===== config.mk =====
export PLATFORM = sky130hd
export DESIGN_NAME = udr_ctrl
export DESIGN_NICKNAME = d
export VERILOG_FILES = /design/src/common/udr_pkg.sv /design/src/design/udr_idle_timer.sv /design/src/design/udr_ctrl.sv
export SDC_FILE = /design/constraint.sdc
export NUM_CORES = 1
export LEC_CHECK = 0
export BUFFER_PORTS_ARGS = -buffer_cell sky130_fd_sc_hd__buf_2
export CAP_MARGIN = 10
export CORE_ASPECT_RATIO = 0.75
export CORE_MARGIN = 1
export CORE_UTILIZATION = 50
export DETAILED_ROUTE_END_ITERATION = 16
export PLACE_DENSITY_LB_ADDON = 0.25
export SYNTH_ARGS = -nofsm -noshare
export SYNTH_HDL_FRONTEND = slang
export SYNTH_HIERARCHICAL = 1
export SYNTH_SLANG_ARGS = --single-unit

===== constraint.sdc =====
create_clock -name clock_i -period 4.6 [get_ports clock_i]
set_clock_uncertainty 0.2 [all_clocks]
set_input_delay 0.92 -clock clock_i [delete_from_list [all_inputs] [get_ports clock_i]]
set_output_delay 0.92 -clock clock_i [all_outputs]
set_load 0.05 [all_outputs]

===== src/common/udr_pkg.sv =====
package udr_pkg;
    // Register addresses on the three address lines
    localparam logic [2:0] ADDR_HOLD = 3'h0;
    localparam logic [2:0] ADDR_IER = 3'h1;
    localparam logic [2:0] ADDR_FCR = 3'h2;
    localparam logic [2:0] ADDR_LCR = 3'h3;
    localparam logic [2:0] ADDR_MCR = 3'h4;
    localparam logic [2:0] ADDR_LSR = 3'h5;
    // Bank selection values
    localparam logic [7:0] LCR_EFR_KEY = 8'hbf;
    localparam logic [2:0] LCR_AFR_KEY = 3'h4;
    localparam int LCR_DLAB_BIT = 7;
    // Field positions
    localparam int IER_SLEEP_BIT = 4;
    localparam int EFR_ENH_BIT = 4;
    localparam int LSR_FIFO_ERR_BIT = 7;
    localparam int FCR_FIFO_EN_BIT = 0;
    localparam int FCR_DMA_MODE_BIT = 3;
    // Reset values
    localparam logic [7:0] IER_RESET = 8'h00;
    localparam logic [7:0] EFR_RESET = 8'h00;
    localparam logic [7:0] AFR_RESET = 8'h10;
    localparam logic [7:0] LCR_RESET = 8'h1d;
    localparam logic [7:0] MCR_RESET = 8'h00;
    localparam logic [7:0] FCR_RESET = 8'h00;
    localparam logic [7:0] DIV_RESET = 8'h00;
    localparam logic [7:0] FLOW_RESUME_CHAR_1_RESET = 8'hff;
    localparam logic [7:0] FLOW_RESUME_CHAR_2_RESET = 8'hef;
    // Masks for bits that need the enhanced-functions bit
    localparam logic [7:0] MCR_ENH_MASK = 8'he0;
    localparam logic [7:0] FCR_ENH_MASK = 8'h30;
    localparam logic [7:0] IER_ENH_MASK = 8'hf0;
    // Idle time for timeout: 4 x word length + 12 bit times
    localparam int IDLE_EXTRA_BITS = 12;
    localparam int IDLE_WORD_FACTOR = 4;
    localparam int BIT_TICKS = 16;

    // Host bus access
    typedef struct packed {
        logic [2:0] addr;
        logic [7:0] wdata;
        logic wr;
        logic rd;
    } udr_bus_t;

    // Status from the datapath
    typedef struct packed {
        logic [6:0] rx_count;
        logic [6:0] tx_count;
        logic tx_shift_empty;
        logic rx_fifo_error;
        logic other_irq_pending;
        logic [7:0] rx_data;
        logic [7:0] interrupt_identity;
        logic [7:0] line_status;
    } udr_stat_t;

    typedef enum logic [1:0] {
        ST_AWAKE = 2'b01,
        ST_ASLEEP = 2'b10
    } udr_sleep_t;
endpackage


===== src/design/udr_idle_timer.sv =====
`timescale 1ns/1ps
`default_nettype none
// Counts receive-line high time in 16x baud ticks while the rx FIFO holds data
module udr_idle_timer #(
    parameter int CW = 10
) (
    // Clock and reset
    input wire logic clock_i,
    input wire logic rst_b_i,
    // Inputs
    input wire logic tick_i,
    input wire logic rx_line_i,
    input wire logic rx_nonempty_i,
    input wire logic [1:0] word_len_i,
    // Result
    output logic timeout_o
);
    import udr_pkg::*;
    logic [CW-1:0] cnt_q, cnt_d;
    logic [CW-1:0] limit;

    initial begin
        if (CW < 10) $error("idle counter too narrow");
    end

    // Limit in ticks: (4*(5+len) + 12) bits
    always_comb begin
        limit = CW'((IDLE_WORD_FACTOR * (5 + int'(word_len_i)) + IDLE_EXTRA_BITS) * BIT_TICKS);
    end

    // Any low level or empty FIFO restarts the count
    always_comb begin
        cnt_d = cnt_q;
        if (!rx_line_i || !rx_nonempty_i) begin
            cnt_d = '0;
        end else if (tick_i && cnt_q != limit) begin
            cnt_d = cnt_q + CW'(1);
        end
    end

    always_ff @(posedge clock_i or negedge rst_b_i) begin
        if (!rst_b_i) begin
            cnt_q <= '0;
        end else begin
            cnt_q <= cnt_d;
        end
    end

    assign timeout_o = rx_nonempty_i && (cnt_q == limit);
endmodule
`default_nettype wire


===== src/design/udr_ctrl.sv =====
`timescale 1ns/1ps
`default_nettype none
module udr_ctrl #(
    parameter int FIFO_DEPTH = 64
) (
    // Clock and reset
    input wire logic clock_i,
    input wire logic rst_b_i,
    // Host bus
    input wire udr_pkg::udr_bus_t bus_i,
    output logic [7:0] rdata_o,
    // Datapath status and strobes
    input wire udr_pkg::udr_stat_t stat_i,
    input wire logic baud_tick_i,
    output logic tx_push_o,
    output logic rx_pop_o,
    output logic fifo_clear_rx_o,
    output logic fifo_clear_tx_o,
    // Pins from outside the clock domain
    input wire logic rx_pin_i,
    input wire logic [3:0] modem_pins_i,
    // Configuration outputs
    output logic [15:0] divisor_o,
    output logic [7:0] line_control_o,
    output logic [7:0] modem_control_o,
    output logic [7:0] enhanced_features_o,
    output logic [7:0] alternate_function_o,
    output logic [7:0] flow_resume_char_1_o,
    output logic [7:0] flow_resume_char_2_o,
    output logic [7:0] fifo_control_o,
    // DMA and sleep
    output logic tx_dma_request_o,
    output logic rx_dma_request_o,
    output logic uart_clk_en_o,
    output logic baud_clk_en_o,
    output logic asleep_o
);
    import udr_pkg::*;

    initial begin
        if (FIFO_DEPTH != 64) $error("control serves a 64-entry FIFO only");
    end

    // Register state
    logic [7:0] ier_q, ier_d, efr_q, efr_d, afr_q, afr_d, lcr_q, lcr_d;
    logic [7:0] mcr_q, mcr_d, fcr_q, fcr_d, dll_q, dll_d, dlh_q, dlh_d;
    logic [7:0] flow_resume_char_1_q, flow_resume_char_1_d, flow_resume_char_2_q, flow_resume_char_2_d;
    logic txreq_q, txreq_d, rxreq_q, rxreq_d;
    udr_sleep_t st_q, st_d;
    logic [7:0] rdata_q, rdata_d;

    // Synchronisers for pins: first stage read only by the second
    logic rx_s1_q, rx_s2_q, rx_s3_q;
    logic [3:0] mp_s1_q, mp_s2_q, mp_s3_q;

    logic timeout;
    logic enh, bank_efr, bank_afr, dlab;
    logic wake, sleep_ok;
    logic [6:0] tx_free, tx_trig, rx_trig;

    // Keep bits that need enhanced mode unless it is on
    function automatic logic [7:0] masked_wr(input logic [7:0] old, input logic [7:0] nw,
                                             input logic [7:0] msk, input logic en);
        masked_wr = en ? nw : ((old & msk) | (nw & ~msk));
    endfunction

    udr_idle_timer #(.CW(10)) u_idle (
        .clock_i(clock_i),
        .rst_b_i(rst_b_i),
        .tick_i(baud_tick_i),
        .rx_line_i(rx_s2_q),
        .rx_nonempty_i(stat_i.rx_count != 7'h00),
        .word_len_i(lcr_q[1:0]),
        .timeout_o(timeout)
    );

    // Bank decode from line control and enhanced bit
    always_comb begin
        enh = efr_q[EFR_ENH_BIT];
        bank_efr = (lcr_q == LCR_EFR_KEY);
        bank_afr = (lcr_q[7:5] == LCR_AFR_KEY) && !bank_efr;
        dlab = lcr_q[LCR_DLAB_BIT];
    end

    // Register writes
    always_comb begin
        ier_d = ier_q;
        efr_d = efr_q;
        afr_d = afr_q;
        lcr_d = lcr_q;
        mcr_d = mcr_q;
        fcr_d = fcr_q;
        dll_d = dll_q;
        dlh_d = dlh_q;
        flow_resume_char_1_d = flow_resume_char_1_q;
        flow_resume_char_2_d = flow_resume_char_2_q;
        tx_push_o = 1'b0;
        fifo_clear_rx_o = 1'b0;
        fifo_clear_tx_o = 1'b0;
        if (bus_i.wr) begin
            case (bus_i.addr)
                ADDR_HOLD: begin
                    if (dlab) begin
                        dll_d = bus_i.wdata;
                    end else begin
                        tx_push_o = 1'b1;
                    end
                end
                ADDR_IER: begin
                    if (dlab) begin
                        dlh_d = bus_i.wdata;
                    end else begin
                        ier_d = masked_wr(ier_q, bus_i.wdata, IER_ENH_MASK, enh);
                    end
                end
                ADDR_FCR: begin
                    if (bank_efr) begin
                        efr_d = bus_i.wdata;
                    end else if (bank_afr) begin
                        afr_d = bus_i.wdata;
                    end else if (!dlab) begin
                        fcr_d = masked_wr(fcr_q, bus_i.wdata, FCR_ENH_MASK, enh);
                        fcr_d[2:1] = 2'h0; // Clear bits self-return
                        fifo_clear_rx_o = bus_i.wdata[1];
                        fifo_clear_tx_o = bus_i.wdata[2];
                    end
                end
                ADDR_LCR: lcr_d = bus_i.wdata;
                ADDR_MCR: begin
                    if (bank_efr) begin
                        flow_resume_char_1_d = bus_i.wdata;
                    end else begin
                        mcr_d = masked_wr(mcr_q, bus_i.wdata, MCR_ENH_MASK, enh);
                    end
                end
                ADDR_LSR: begin
                    if (bank_efr) begin
                        flow_resume_char_2_d = bus_i.wdata;
                    end
                end
                default: ;
            endcase
        end
    end

    // Read mux, registered data output
    always_comb begin
        rdata_d = 8'h00;
        rx_pop_o = 1'b0;
        if (bus_i.rd) begin
            case (bus_i.addr)
                ADDR_HOLD: begin
                    if (dlab) begin
                        rdata_d = dll_q;
                    end else begin
                        rdata_d = stat_i.rx_data;
                        rx_pop_o = 1'b1;
                    end
                end
                ADDR_IER: rdata_d = dlab ? dlh_q : ier_q;
                ADDR_FCR: begin
                    if (bank_efr) begin
                        rdata_d = efr_q;
                    end else if (bank_afr) begin
                        rdata_d = afr_q;
                    end else begin
                        rdata_d = stat_i.interrupt_identity;
                    end
                end
                ADDR_LCR: rdata_d = lcr_q;
                ADDR_MCR: rdata_d = bank_efr ? flow_resume_char_1_q : mcr_q;
                ADDR_LSR: rdata_d = bank_efr ? flow_resume_char_2_q : stat_i.line_status;
                default: rdata_d = 8'h00;
            endcase
        end
    end

    // DMA trigger levels from the FIFO control fields
    always_comb begin
        tx_free = 7'(FIFO_DEPTH) - stat_i.tx_count;
        case (fcr_q[5:4])
            2'h0: tx_trig = 7'd8;
            2'h1: tx_trig = 7'd16;
            2'h2: tx_trig = 7'd32;
            default: tx_trig = 7'd56;
        endcase
        case (fcr_q[7:6])
            2'h0: rx_trig = 7'd1;
            2'h1: rx_trig = 7'd4;
            2'h2: rx_trig = 7'd56;
            default: rx_trig = 7'd60;
        endcase
    end

    // Block-mode request flags; mode 0 is not served here, so requests stay idle
    always_comb begin
        txreq_d = 1'b0;
        rxreq_d = 1'b0;
        if (fcr_q[FCR_DMA_MODE_BIT] && fcr_q[FCR_FIFO_EN_BIT]) begin
            txreq_d = txreq_q;
            if (tx_free == 7'h00) begin
                txreq_d = 1'b0;
            end else if (tx_free >= tx_trig) begin
                txreq_d = 1'b1;
            end
            rxreq_d = rxreq_q;
            if (stat_i.rx_count == 7'h00 || stat_i.rx_fifo_error) begin
                rxreq_d = 1'b0;
            end else if (stat_i.rx_count >= rx_trig || timeout) begin
                rxreq_d = 1'b1;
            end
        end
    end

    // Sleep control; wake sources are edges of synchronised pins and a tx holding write
    always_comb begin
        wake = (rx_s2_q != rx_s3_q) || (mp_s2_q != mp_s3_q) || tx_push_o;
        sleep_ok = enh && ier_q[IER_SLEEP_BIT]
            && rx_s2_q && !timeout_blocked()
            && stat_i.tx_count == 7'h00 && stat_i.tx_shift_empty
            && !stat_i.other_irq_pending
            && stat_i.rx_count == 7'h00;
        st_d = st_q;
        case (st_q)
            ST_AWAKE: if (sleep_ok && !wake) st_d = ST_ASLEEP;
            ST_ASLEEP: if (wake || !sleep_ok) st_d = ST_AWAKE;
            default: st_d = ST_AWAKE;
        endcase
    end

    // Line must be high before sleep; with empty FIFO the timer is idle
    function automatic logic timeout_blocked();
        timeout_blocked = 1'b0;
    endfunction

    always_ff @(posedge clock_i or negedge rst_b_i) begin
        if (!rst_b_i) begin
            ier_q <= IER_RESET;
            efr_q <= EFR_RESET;
            afr_q <= AFR_RESET;
            lcr_q <= LCR_RESET;
            mcr_q <= MCR_RESET;
            fcr_q <= FCR_RESET;
            dll_q <= DIV_RESET;
            dlh_q <= DIV_RESET;
            flow_resume_char_1_q <= FLOW_RESUME_CHAR_1_RESET;
            flow_resume_char_2_q <= FLOW_RESUME_CHAR_2_RESET;
            txreq_q <= 1'b0;
            rxreq_q <= 1'b0;
            st_q <= ST_AWAKE;
            rdata_q <= 8'h00;
            rx_s1_q <= 1'b1;
            rx_s2_q <= 1'b1;
            rx_s3_q <= 1'b1;
            mp_s1_q <= 4'h0;
            mp_s2_q <= 4'h0;
            mp_s3_q <= 4'h0;
        end else begin
            ier_q <= ier_d;
            efr_q <= efr_d;
            afr_q <= afr_d;
            lcr_q <= lcr_d;
            mcr_q <= mcr_d;
            fcr_q <= fcr_d;
            dll_q <= dll_d;
            dlh_q <= dlh_d;
            flow_resume_char_1_q <= flow_resume_char_1_d;
            flow_resume_char_2_q <= flow_resume_char_2_d;
            txreq_q <= txreq_d;
            rxreq_q <= rxreq_d;
            st_q <= st_d;
            rdata_q <= rdata_d;
            rx_s1_q <= rx_pin_i;
            rx_s2_q <= rx_s1_q;
            rx_s3_q <= rx_s2_q;
            mp_s1_q <= modem_pins_i;
            mp_s2_q <= mp_s1_q;
            mp_s3_q <= mp_s2_q;
        end
    end

    // Outputs; clock enables drive the gating cells of the UART and baud clocks
    assign rdata_o = rdata_q;
    assign tx_dma_request_o = txreq_q;
    assign rx_dma_request_o = rxreq_q;
    assign asleep_o = (st_q == ST_ASLEEP);
    assign uart_clk_en_o = (st_q != ST_ASLEEP);
    assign baud_clk_en_o = (st_q != ST_ASLEEP);
    assign divisor_o = {dlh_q, dll_q};
    assign line_control_o = lcr_q;
    assign modem_control_o = mcr_q;
    assign enhanced_features_o = efr_q;
    assign alternate_function_o = afr_q;
    assign flow_resume_char_1_o = flow_resume_char_1_q;
    assign flow_resume_char_2_o = flow_resume_char_2_q;
    assign fifo_control_o = fcr_q;
endmodule
`default_nettype wire


; ---- After elaboration in Yosys (flattened, before gate mapping)
; Index checks and enable logic that the tools add are counted.
[word_totals]
word_cells = 135
register_bits = 115
inputBits = 62
romBits = 0
ramBits = 0
output_inout_bits = 89
latchBits = 0
n_memories = 0
[classes]
bitwise = 6
eq_ne = 22
addsub = 4
reduce_logical = 42
n_mux = 38
n_shift = 0
div_mod_pow = 0
multipliers = 0
order_cmp = 2
[ops]
columns = operator, count
row1 = 8-bit two-way mux, 10
row2 = 8-bit one-hot mux with 6 select lines, 1
row3 = 6-bit one-hot mux with 3 select lines, 2
row4 = 7-bit zero test, 3
row5 = 3-bit AND reduction, 7
row6 = 1-bit two-way mux, 20
row7 = 10-bit two-way mux, 2
row8 = 7-bit >= comparator, 2
row9 = 1-bit logical AND, 11
row10 = 10-bit by 1-bit adder with 10-bit output (second input constant), 1
row11 = 10-bit == test, 1
row12 = 10-bit != test, 1
row13 = 3-bit == test (second input constant), 3
row14 = 8-bit == test (second input constant), 1
row15 = 6-bit by 8-bit OR with 8-bit output, 1
row16 = 8-bit by 4-bit OR with 8-bit output, 1
row17 = 8-bit by 5-bit OR with 8-bit output, 1
row18 = 7-bit nonzero test, 1
row19 = 7-bit subtractor (first input constant), 1
row20 = 6-bit by 5-bit adder with 6-bit output (second input constant), 1
row21 = 2-bit by 1-bit == test with 1-bit output (second input constant), 3
row22 = 2-bit == test (second input constant), 3
row23 = 3-bit by 2-bit == test with 1-bit output (second input constant), 2
row24 = 1-bit zero test, 6
row25 = 17 further kinds, 29

; ---- Depth between registers and ports, before layout
; Gate-level depths: netlist of the first run.
[logic_depth]
ltp_word = 10
mapped_depth = 9
ltp_nobuf = 8

; ---- Modules after synthesis
; Netlist of the first run, hierarchy kept.
[by_module_without_submodules]
columns = mod, area_each_um2, seq_area_each_um2, instances, cells_each
row1 = udr_ctrl, 5118.7, 2657.5, 1, 418
row2 = udr_idle_timer, 598.1, 250.2, 1, 63

; ---- Least setup slack after synthesis of the first run
; No wires, ideal clock.
[synth_timing]
kind = input-to-output
start = input bus_i[10] (netlist bit)
end = output rx_pop_o
required_ns = 3.480
stages = 4
arrival_time_ns = 2.418
setup_slack_ns = 1.062
n_path_buf = 1
cell_sequence = buf_2 nor2_1 nand2_1 nor3_1
[synth_via]
elab_chain_len = 3
[synth_rtl]
columns = item, line_no
row1 = start: declaration, udr_ctrl.sv:10  ; input wire udr_pkg::udr_bus_t bus_i,
row2 = 3-bit zero test, udr_ctrl.sv:151  ; case (bus_i.addr)
row3 = 1-bit two-way mux, udr_ctrl.sv:151
row4 = 1-bit two-way mux, udr_ctrl.sv:150  ; if (bus_i.rd) begin
row5 = end: declaration, udr_ctrl.sv:16  ; output logic rx_pop_o,
; Every way passes these cells.

; ---- Final worst setup path of the first run
[layout_timing]
start = input bus_i[10] (netlist bit)
end = output fifo_clear_tx_o
[layout_via]
elab_chain_len = 3
[layout_rtl]
columns = item, line_no
row1 = 3-bit by 2-bit == test with 1-bit output, udr_ctrl.sv:101  ; case (bus_i.addr)
row2 = 1-bit two-way mux, udr_ctrl.sv:101
row3 = 1-bit two-way mux, udr_ctrl.sv:100  ; if (bus_i.wr) begin
row4 = end: declaration, udr_ctrl.sv:18  ; output logic fifo_clear_tx_o,
; Every way passes these cells.

==> metrics.md, run 1 <==
| Metric | Value |
|---|---|
| Status | `finished with violations` |
| Failing checks | `design-rule violations` |
| Slowest CP cell | `nor2_1` |
| Area delta synth->final | `24.9%` |
| Max Slew Vio Count | `0` |
| Leak Pwr | `3.43 nW` |
| Die Y | `94.6 um` |
| Fmax | `0.277 GHz` |
| Row count | `33` |
| Yosys cell types | `61` |
| Setup Buffers After CTS | `0` |
| Port Buffer Count | `148` |
| Final #Nets | `697` |
| Via density | `5.79` |
| Total Die Area | `11900 um2` |
| Layout cells sized above 1 | `0.483` |
| Most Frequent Cell on Critical Path | `buf_2` |
| WP buf/inv | `2` |
| DPL Wire Length | `10600 um` |
| Hold_ws | `0.153 ns` |
| Router iterations before antenna repair | `14` |
| CP cell instances | `buf_2 > nor2_1 > nand2_2 > nor2_4 > and2_1 > buf_2` |
| Vias in the first global route | `4298` |
| Num CTS Buffers | `17` |
| GPL Wtd Cong | `0.853` |
| Clock-pin slew on the worst setup and hold paths | `0.05 ns` |
| Final Hold Fails | `0` |
| VDD IR-drop max | `340 uV` |
| FFs w/ async S/R, synth | `1.00` |
| Synth Cell Area | `5720 um2` |
| R2r setup slk | `1.93 ns` |
| WL final | `15100 um` |
| Worst Setup Start Kind | `input pin` |
| Antenna-violating nets left | `0` |
| Hold Crit Class | `flop to flop` |
| Yosys reg bits | `115` |
| Crit Path Class | `input pin to output port` |
| CTS resizes | `0` |
| Critical path depth | `6` |
| Aggregate global-route resource usage | `0.264` |
| Sequential share of the synthesized area | `0.509` |
| Detailed Route Iter0 Violations | `395` |
| Worst hold path depth | `0` |
| Fillers | `871` |
| Crit-path max FO | `21` |
| Final worst-path cycle share | `0.786` |
| DR WL/cell | `19.5 um` |
| Clk_lat worst skew | `0.41 ns` |
| Arrival time worst endpoint | `2.49 ns` |
| Largest net degree at the start of global routing | `85` |
| EDFF count, synth | `0` |
| Initial antenna violation count | `1` |
| N_diodes | `0` |
| RSZ-0062 raised after global routing | `false` |
| CP top delay family | `simple AND/OR/NAND/NOR gates` |
| CTS tree | `yes` |
| Gate count of the mapped netlist | `481` |
| Power per Cell Area | `509 nW/um2` |
| Starting Density | `0.519` |
| Tmin final | `3.61 ns` |
| Relative slew slack | `0.203` |
| Vias | `4488` |
| Die width | `125 um` |
| R2R depth | `4` |
| Setup Viol. Count Final | `0` |
| Ports | `151` |
| Hold-fix buffers, CTS | `0` |
| Max Cap Viol | `0` |
| Core area | `11000 um2` |
| Final setup TNS | `0 ns` |
| Synth Warn # | `6` |
| Number of clock sinks | `115` |
| Power, Total | `3.64 mW` |
| Worst endpoint required time | `3.48 ns` |
| Syn avg cell area | `11.9 um2` |
| Dominant synthesized flop cell | `dfrtp_1` |
| Total gr overflow | `0` |
| Root Buffer | `clkbuf_16` |
| Worst slew pin tran | `1.18 ns` |
| CP endpoint kind | `output port` |
| First-pass GRT wire length | `23300 um` |
| H-tree depth | `4` |
| Worst path max stage delay | `0.29 ns` |
| Largest buffer count on any clock path | `2` |
| Drt drc | `9` |
==> path summary, 6_finish.rpt <==
path,start,endpoint
min in group asynchronous,rst_b_i,mp_s1_q[3]
min,mp_s1_q[1],mp_s2_q[1]
max,bus_i[10],fifo_clear_tx_o
max in group asynchronous,rst_b_i,line_control_o[2]
max reg2reg,line_control_o[7],flow_resume_char_2_o[4]
min reg2reg,mp_s1_q[1],mp_s2_q[1]
==> Yosys cell counts (all sizes together), types with 2 or more instances <==
library cell,count,area (um2)
ha,13,163
a221oi,7,61.3
a21oi,24,120
or3b,2,17.5
mux2i,17,170
dfstp,24,631
xor2,7,61.3
nand4,7,50.1
or3,5,32.5
nor2,13,63.8
o22ai,9,56.3
nand2,40,155
nor4,6,43.8
mux2,83,935
o41ai,2,25.0
clkbuf,8,31.3
a22oi,8,65.1
xnor2,3,26.3
nor3,12,98.9
inv,16,60.1
nor2b,3,18.8
a21boi,2,15.0
nand3,10,50.1
o21ai,5,25.0
or4,6,45.0
o31ai,4,30.0
o31a,8,70.1
buf,21,120
dfrtp,91,2280
nand4b,2,17.5
and2,7,46.3
nand2b,3,18.8
==> metal layers <==
layer	up-vias	global-route usage	share of wire	wire length [um]
met4	2	0.0915	0.015	229
met2	201	0.392	0.45	6840
met1	2242	0.370	0.45	6820
met3	21	0.0759	0.079	1200
met5	-	0	0.00066	10
li1	2022	-	-	-
==> sequential cells by signal, indices dropped and copies added (netlist names) <==
signal / flops
line_control_o: 8
tx_dma_request_o: 1
ier_q: 8
modem_control_o: 8
alternate_function_o: 8
mp_s3_q: 4
flow_resume_char_2_o: 8
flow_resume_char_1_o: 8
dlh_q: 8
st_q: 2
mp_s1_q: 4
mp_s2_q: 4
rx_s1_q: 1
rx_dma_request_o: 1
fifo_control_o: 6
dll_q: 8
rdata_o: 8
rx_s2_q: 1
enhanced_features_o: 8
u_idle/cnt_q: 10
rx_s3_q: 1
==> cells in the final DEF, fill, tap and decap left out, drive strengths merged, types with 4 or more instances in the layout <==
master  count
or3         5
buf       150
nand4       7
and2        7
ha         13
dfstp      24
nand2      40
clkinv      5
a221oi      7
nor2       13
or4         6
nand3      10
o31a        8
bufinv      4
mux2i      17
mux2       83
nor3       12
clkbuf     22
inv        16
a21oi      24
o22ai       9
o21ai       5
nor4        6
a22oi       8
o31ai       4
xor2        7
dfrtp      91
==> metrics by stage <==
stage	cells	setup WS (ns)	area (um2)	util
2_1_floorplan	482	1.06	5720	-
3_3_place_gp	743	1.03	6500	0.590
3_5_place_dp	743	1.02	6500	0.590
4_1_cts	775	1.01	7140	0.648
5_1_grt	775	0.875	7140	0.648
6_report	775	0.986	7140	0.648
==> cell families (layout without fill, tap and decap cells) <==
group	Yosys count	in the layout	synth area share
compound gates	75	75	0.0902
mux	100	100	0.193
flops	115	115	0.509
fa+ha+maj	13	13	0.0285
other cells	1	2	0.000656
buf+inv	45	198	0.0370
xor+xnor	10	10	0.0153
simple gates	122	122	0.127
==> final cells by class <==
class                      count  area (um2)  area share
sequential                   115        2910       0.407
multi-input combinational    322        2600       0.364
timing repair buffer         150         758       0.106
clock buffer                  22         484      0.0678
tap                          140         175      0.0245
clock inverter                10         153      0.0214
inverter                      16        60.1     0.00841
==> power breakdown <==
group	leakage [nW]	internal (mW)	switching, mW
sequential	1.42	1.16	0.128
clock	0.316	0.959	0.453
combinational	1.69	0.274	0.665
No activity file was read; power rests on OpenSTA's default activity.
==> run 2, diff against run 1 <==
clock period = 3.6 ns   (was 4.6 ns; I/O delays follow)
==> run 2 against run 1 <==
Power is 26% higher. Register-to-register slack lost 1.0 ns. Critical endpoint unchanged. Die area unchanged. The run still ends with design-rule violations left. Critical path type unchanged.
==> metrics.md, run 2 (synthesis results as in run 1) <==
| Metric | Value |
|---|---|
| Status | `finished with violations` |
| Failing checks | `design-rule violations` |
| Core area | `11000 um2` |
| Die width | `125 um` |
| Router iterations before antenna repair | `11` |
| Most Frequent Cell on Critical Path | `buf_2` |
| VDD IR-drop max | `469 uV` |
| Clk_lat worst skew | `0.41 ns` |
| Leak Pwr | `3.44 nW` |
| Final Hold Fails | `0` |
| Drt drc | `9` |
| Aggregate global-route resource usage | `0.274` |
| N_diodes | `0` |
| Final setup TNS | `0 ns` |
| Slowest CP cell | `nor2_4` |
| CP top delay family | `simple AND/OR/NAND/NOR gates` |
| Top layer in use | `met5` |
| Clock-pin slew on the worst setup and hold paths | `0.05 ns` |
| Worst slew pin tran | `0.810 ns` |
| Initial antenna violation count | `1` |
| Vias in the first global route | `4571` |
| Port Buffer Count | `148` |
| Max Slew Vio Count | `0` |
| CTS resizes | `0` |
| First-pass GRT wire length | `24100 um` |
| Die Y | `94.6 um` |
| Row count | `33` |
| Final worst-path cycle share | `0.858` |
| Arrival time worst endpoint | `2.17 ns` |
| DR WL/cell | `19.5 um` |
| Setup Buffers After CTS | `0` |
| Layout cells sized above 1 | `0.486` |
| Setup Viol. Count Final | `0` |
| Root Buffer | `clkbuf_16` |
| Crit-path max FO | `15` |
| Tmin final | `3.09 ns` |
| Placed Area | `6540 um2` |
| DPL Wire Length | `10700 um` |
| Metal3 WL | `1220 um` |
| Hold-fix buffers, CTS | `0` |
| Final core occ | `0.649` |
| R2r setup slk | `0.91 ns` |
| Via density | `5.79` |
| Total Die Area | `11900 um2` |
| Met2 wire len | `6750 um` |
| Relative slew slack | `0.457` |
| Crit Path Class | `input pin to output port` |
| Commonest non-fill, non-tap cell in the layout | `buf_2` |
| Fmax | `0.324 GHz` |
| Vias | `4508` |
| Wl on met1 | `7000 um` |
| Worst endpoint required time | `2.68 ns` |
| CTS tree | `yes` |
| Largest net degree at the start of global routing | `72` |
| Max reg flops | `10` |
| Detailed Route Iter0 Violations | `363` |
| Worst Setup Start Kind | `input pin` |
| Max Cap Viol | `0` |
| Ports | `151` |
| H-tree depth | `4` |
| Total gr overflow | `0` |
| GPL Wtd Cong | `0.870` |
| Final Cell Area | `7150 um2` |
| RSZ-0062 raised after global routing | `false` |
| CP endpoint kind | `output port` |
| Starting Density | `0.519` |
| Final #Nets | `700` |
| Number of clock sinks | `115` |
| Hold Crit Class | `input pin to async pin` |
| Area delta synth->final | `25.1%` |
| Num CTS Buffers | `17` |
| CP cell instances | `buf_2 > nor2_1 > nand2_2 > nor2_4 > and2_1 > buf_2` |
| WP buf/inv | `2` |
| Largest buffer count on any clock path | `2` |
| Top reg by flops | `u_idle/cnt_q` |
| Worst path max stage delay | `0.29 ns` |
| Commonest non-fill, non-tap cells in the layout | `buf_2, dfrtp_1, mux2_2` |
| Antenna-violating nets left | `0` |
| Power per Cell Area | `641 nW/um2` |
| WL final | `15200 um` |
==> run 2: final timing paths <==
path                                        start                 endpoint  cells past startpoint
worst min-delay path                      rst_b_i               mp_s1_q[2]                      1
min in group clock_i                   mp_s1_q[2]               mp_s2_q[2]                      0
max in group asynchronous                 rst_b_i  flow_resume_char_1_o[0]                      2
worst max-delay path                    bus_i[12]          fifo_clear_tx_o                      6
worst max register to register  line_control_o[7]  flow_resume_char_2_o[4]                      4
worst min register to register         mp_s1_q[2]               mp_s2_q[2]                      0
==> run 2: per-layer routing <==
metal / vias to the layer above / track usage
met1: 2246 / 0.377
met2: 194 / 0.404
met3: 21 / 0.0827
met4: 2 / 0.118
met5: - / 0
li1: 2045 / -
==> run 2: layout make-up <==
type	instances	area, um2
Clock inverter	10	129
Sequential cell	115	2910
Multi-Input combinational cell	322	2600
Clock buffer	22	484
Timing Repair Buffer	153	793
Tap cell	140	175
Fill cell	871	3870
Inverter	16	60.1
==> run 2: power by group <==
| group | internal, mW | switching (mW) |
|---|---|---|
| Combinational | 0.353 | 0.849 |
| Clock | 1.15 | 0.575 |
| Sequential | 1.48 | 0.169 |
| Total | 2.99 | 1.59 |
==> run 2: stage by stage <==
step                hold slack (ns)  worst slack, ns  power (mW)  cells
floorplan                     0.131            0.462        2.51    482
global placement              0.134            0.562        2.83    746
detailed placement            0.149            0.515        2.86    746
CTS                           0.116            0.521        4.60    778
global route                  0.134            0.367        4.76    778
finish                        0.101            0.512        4.58    778
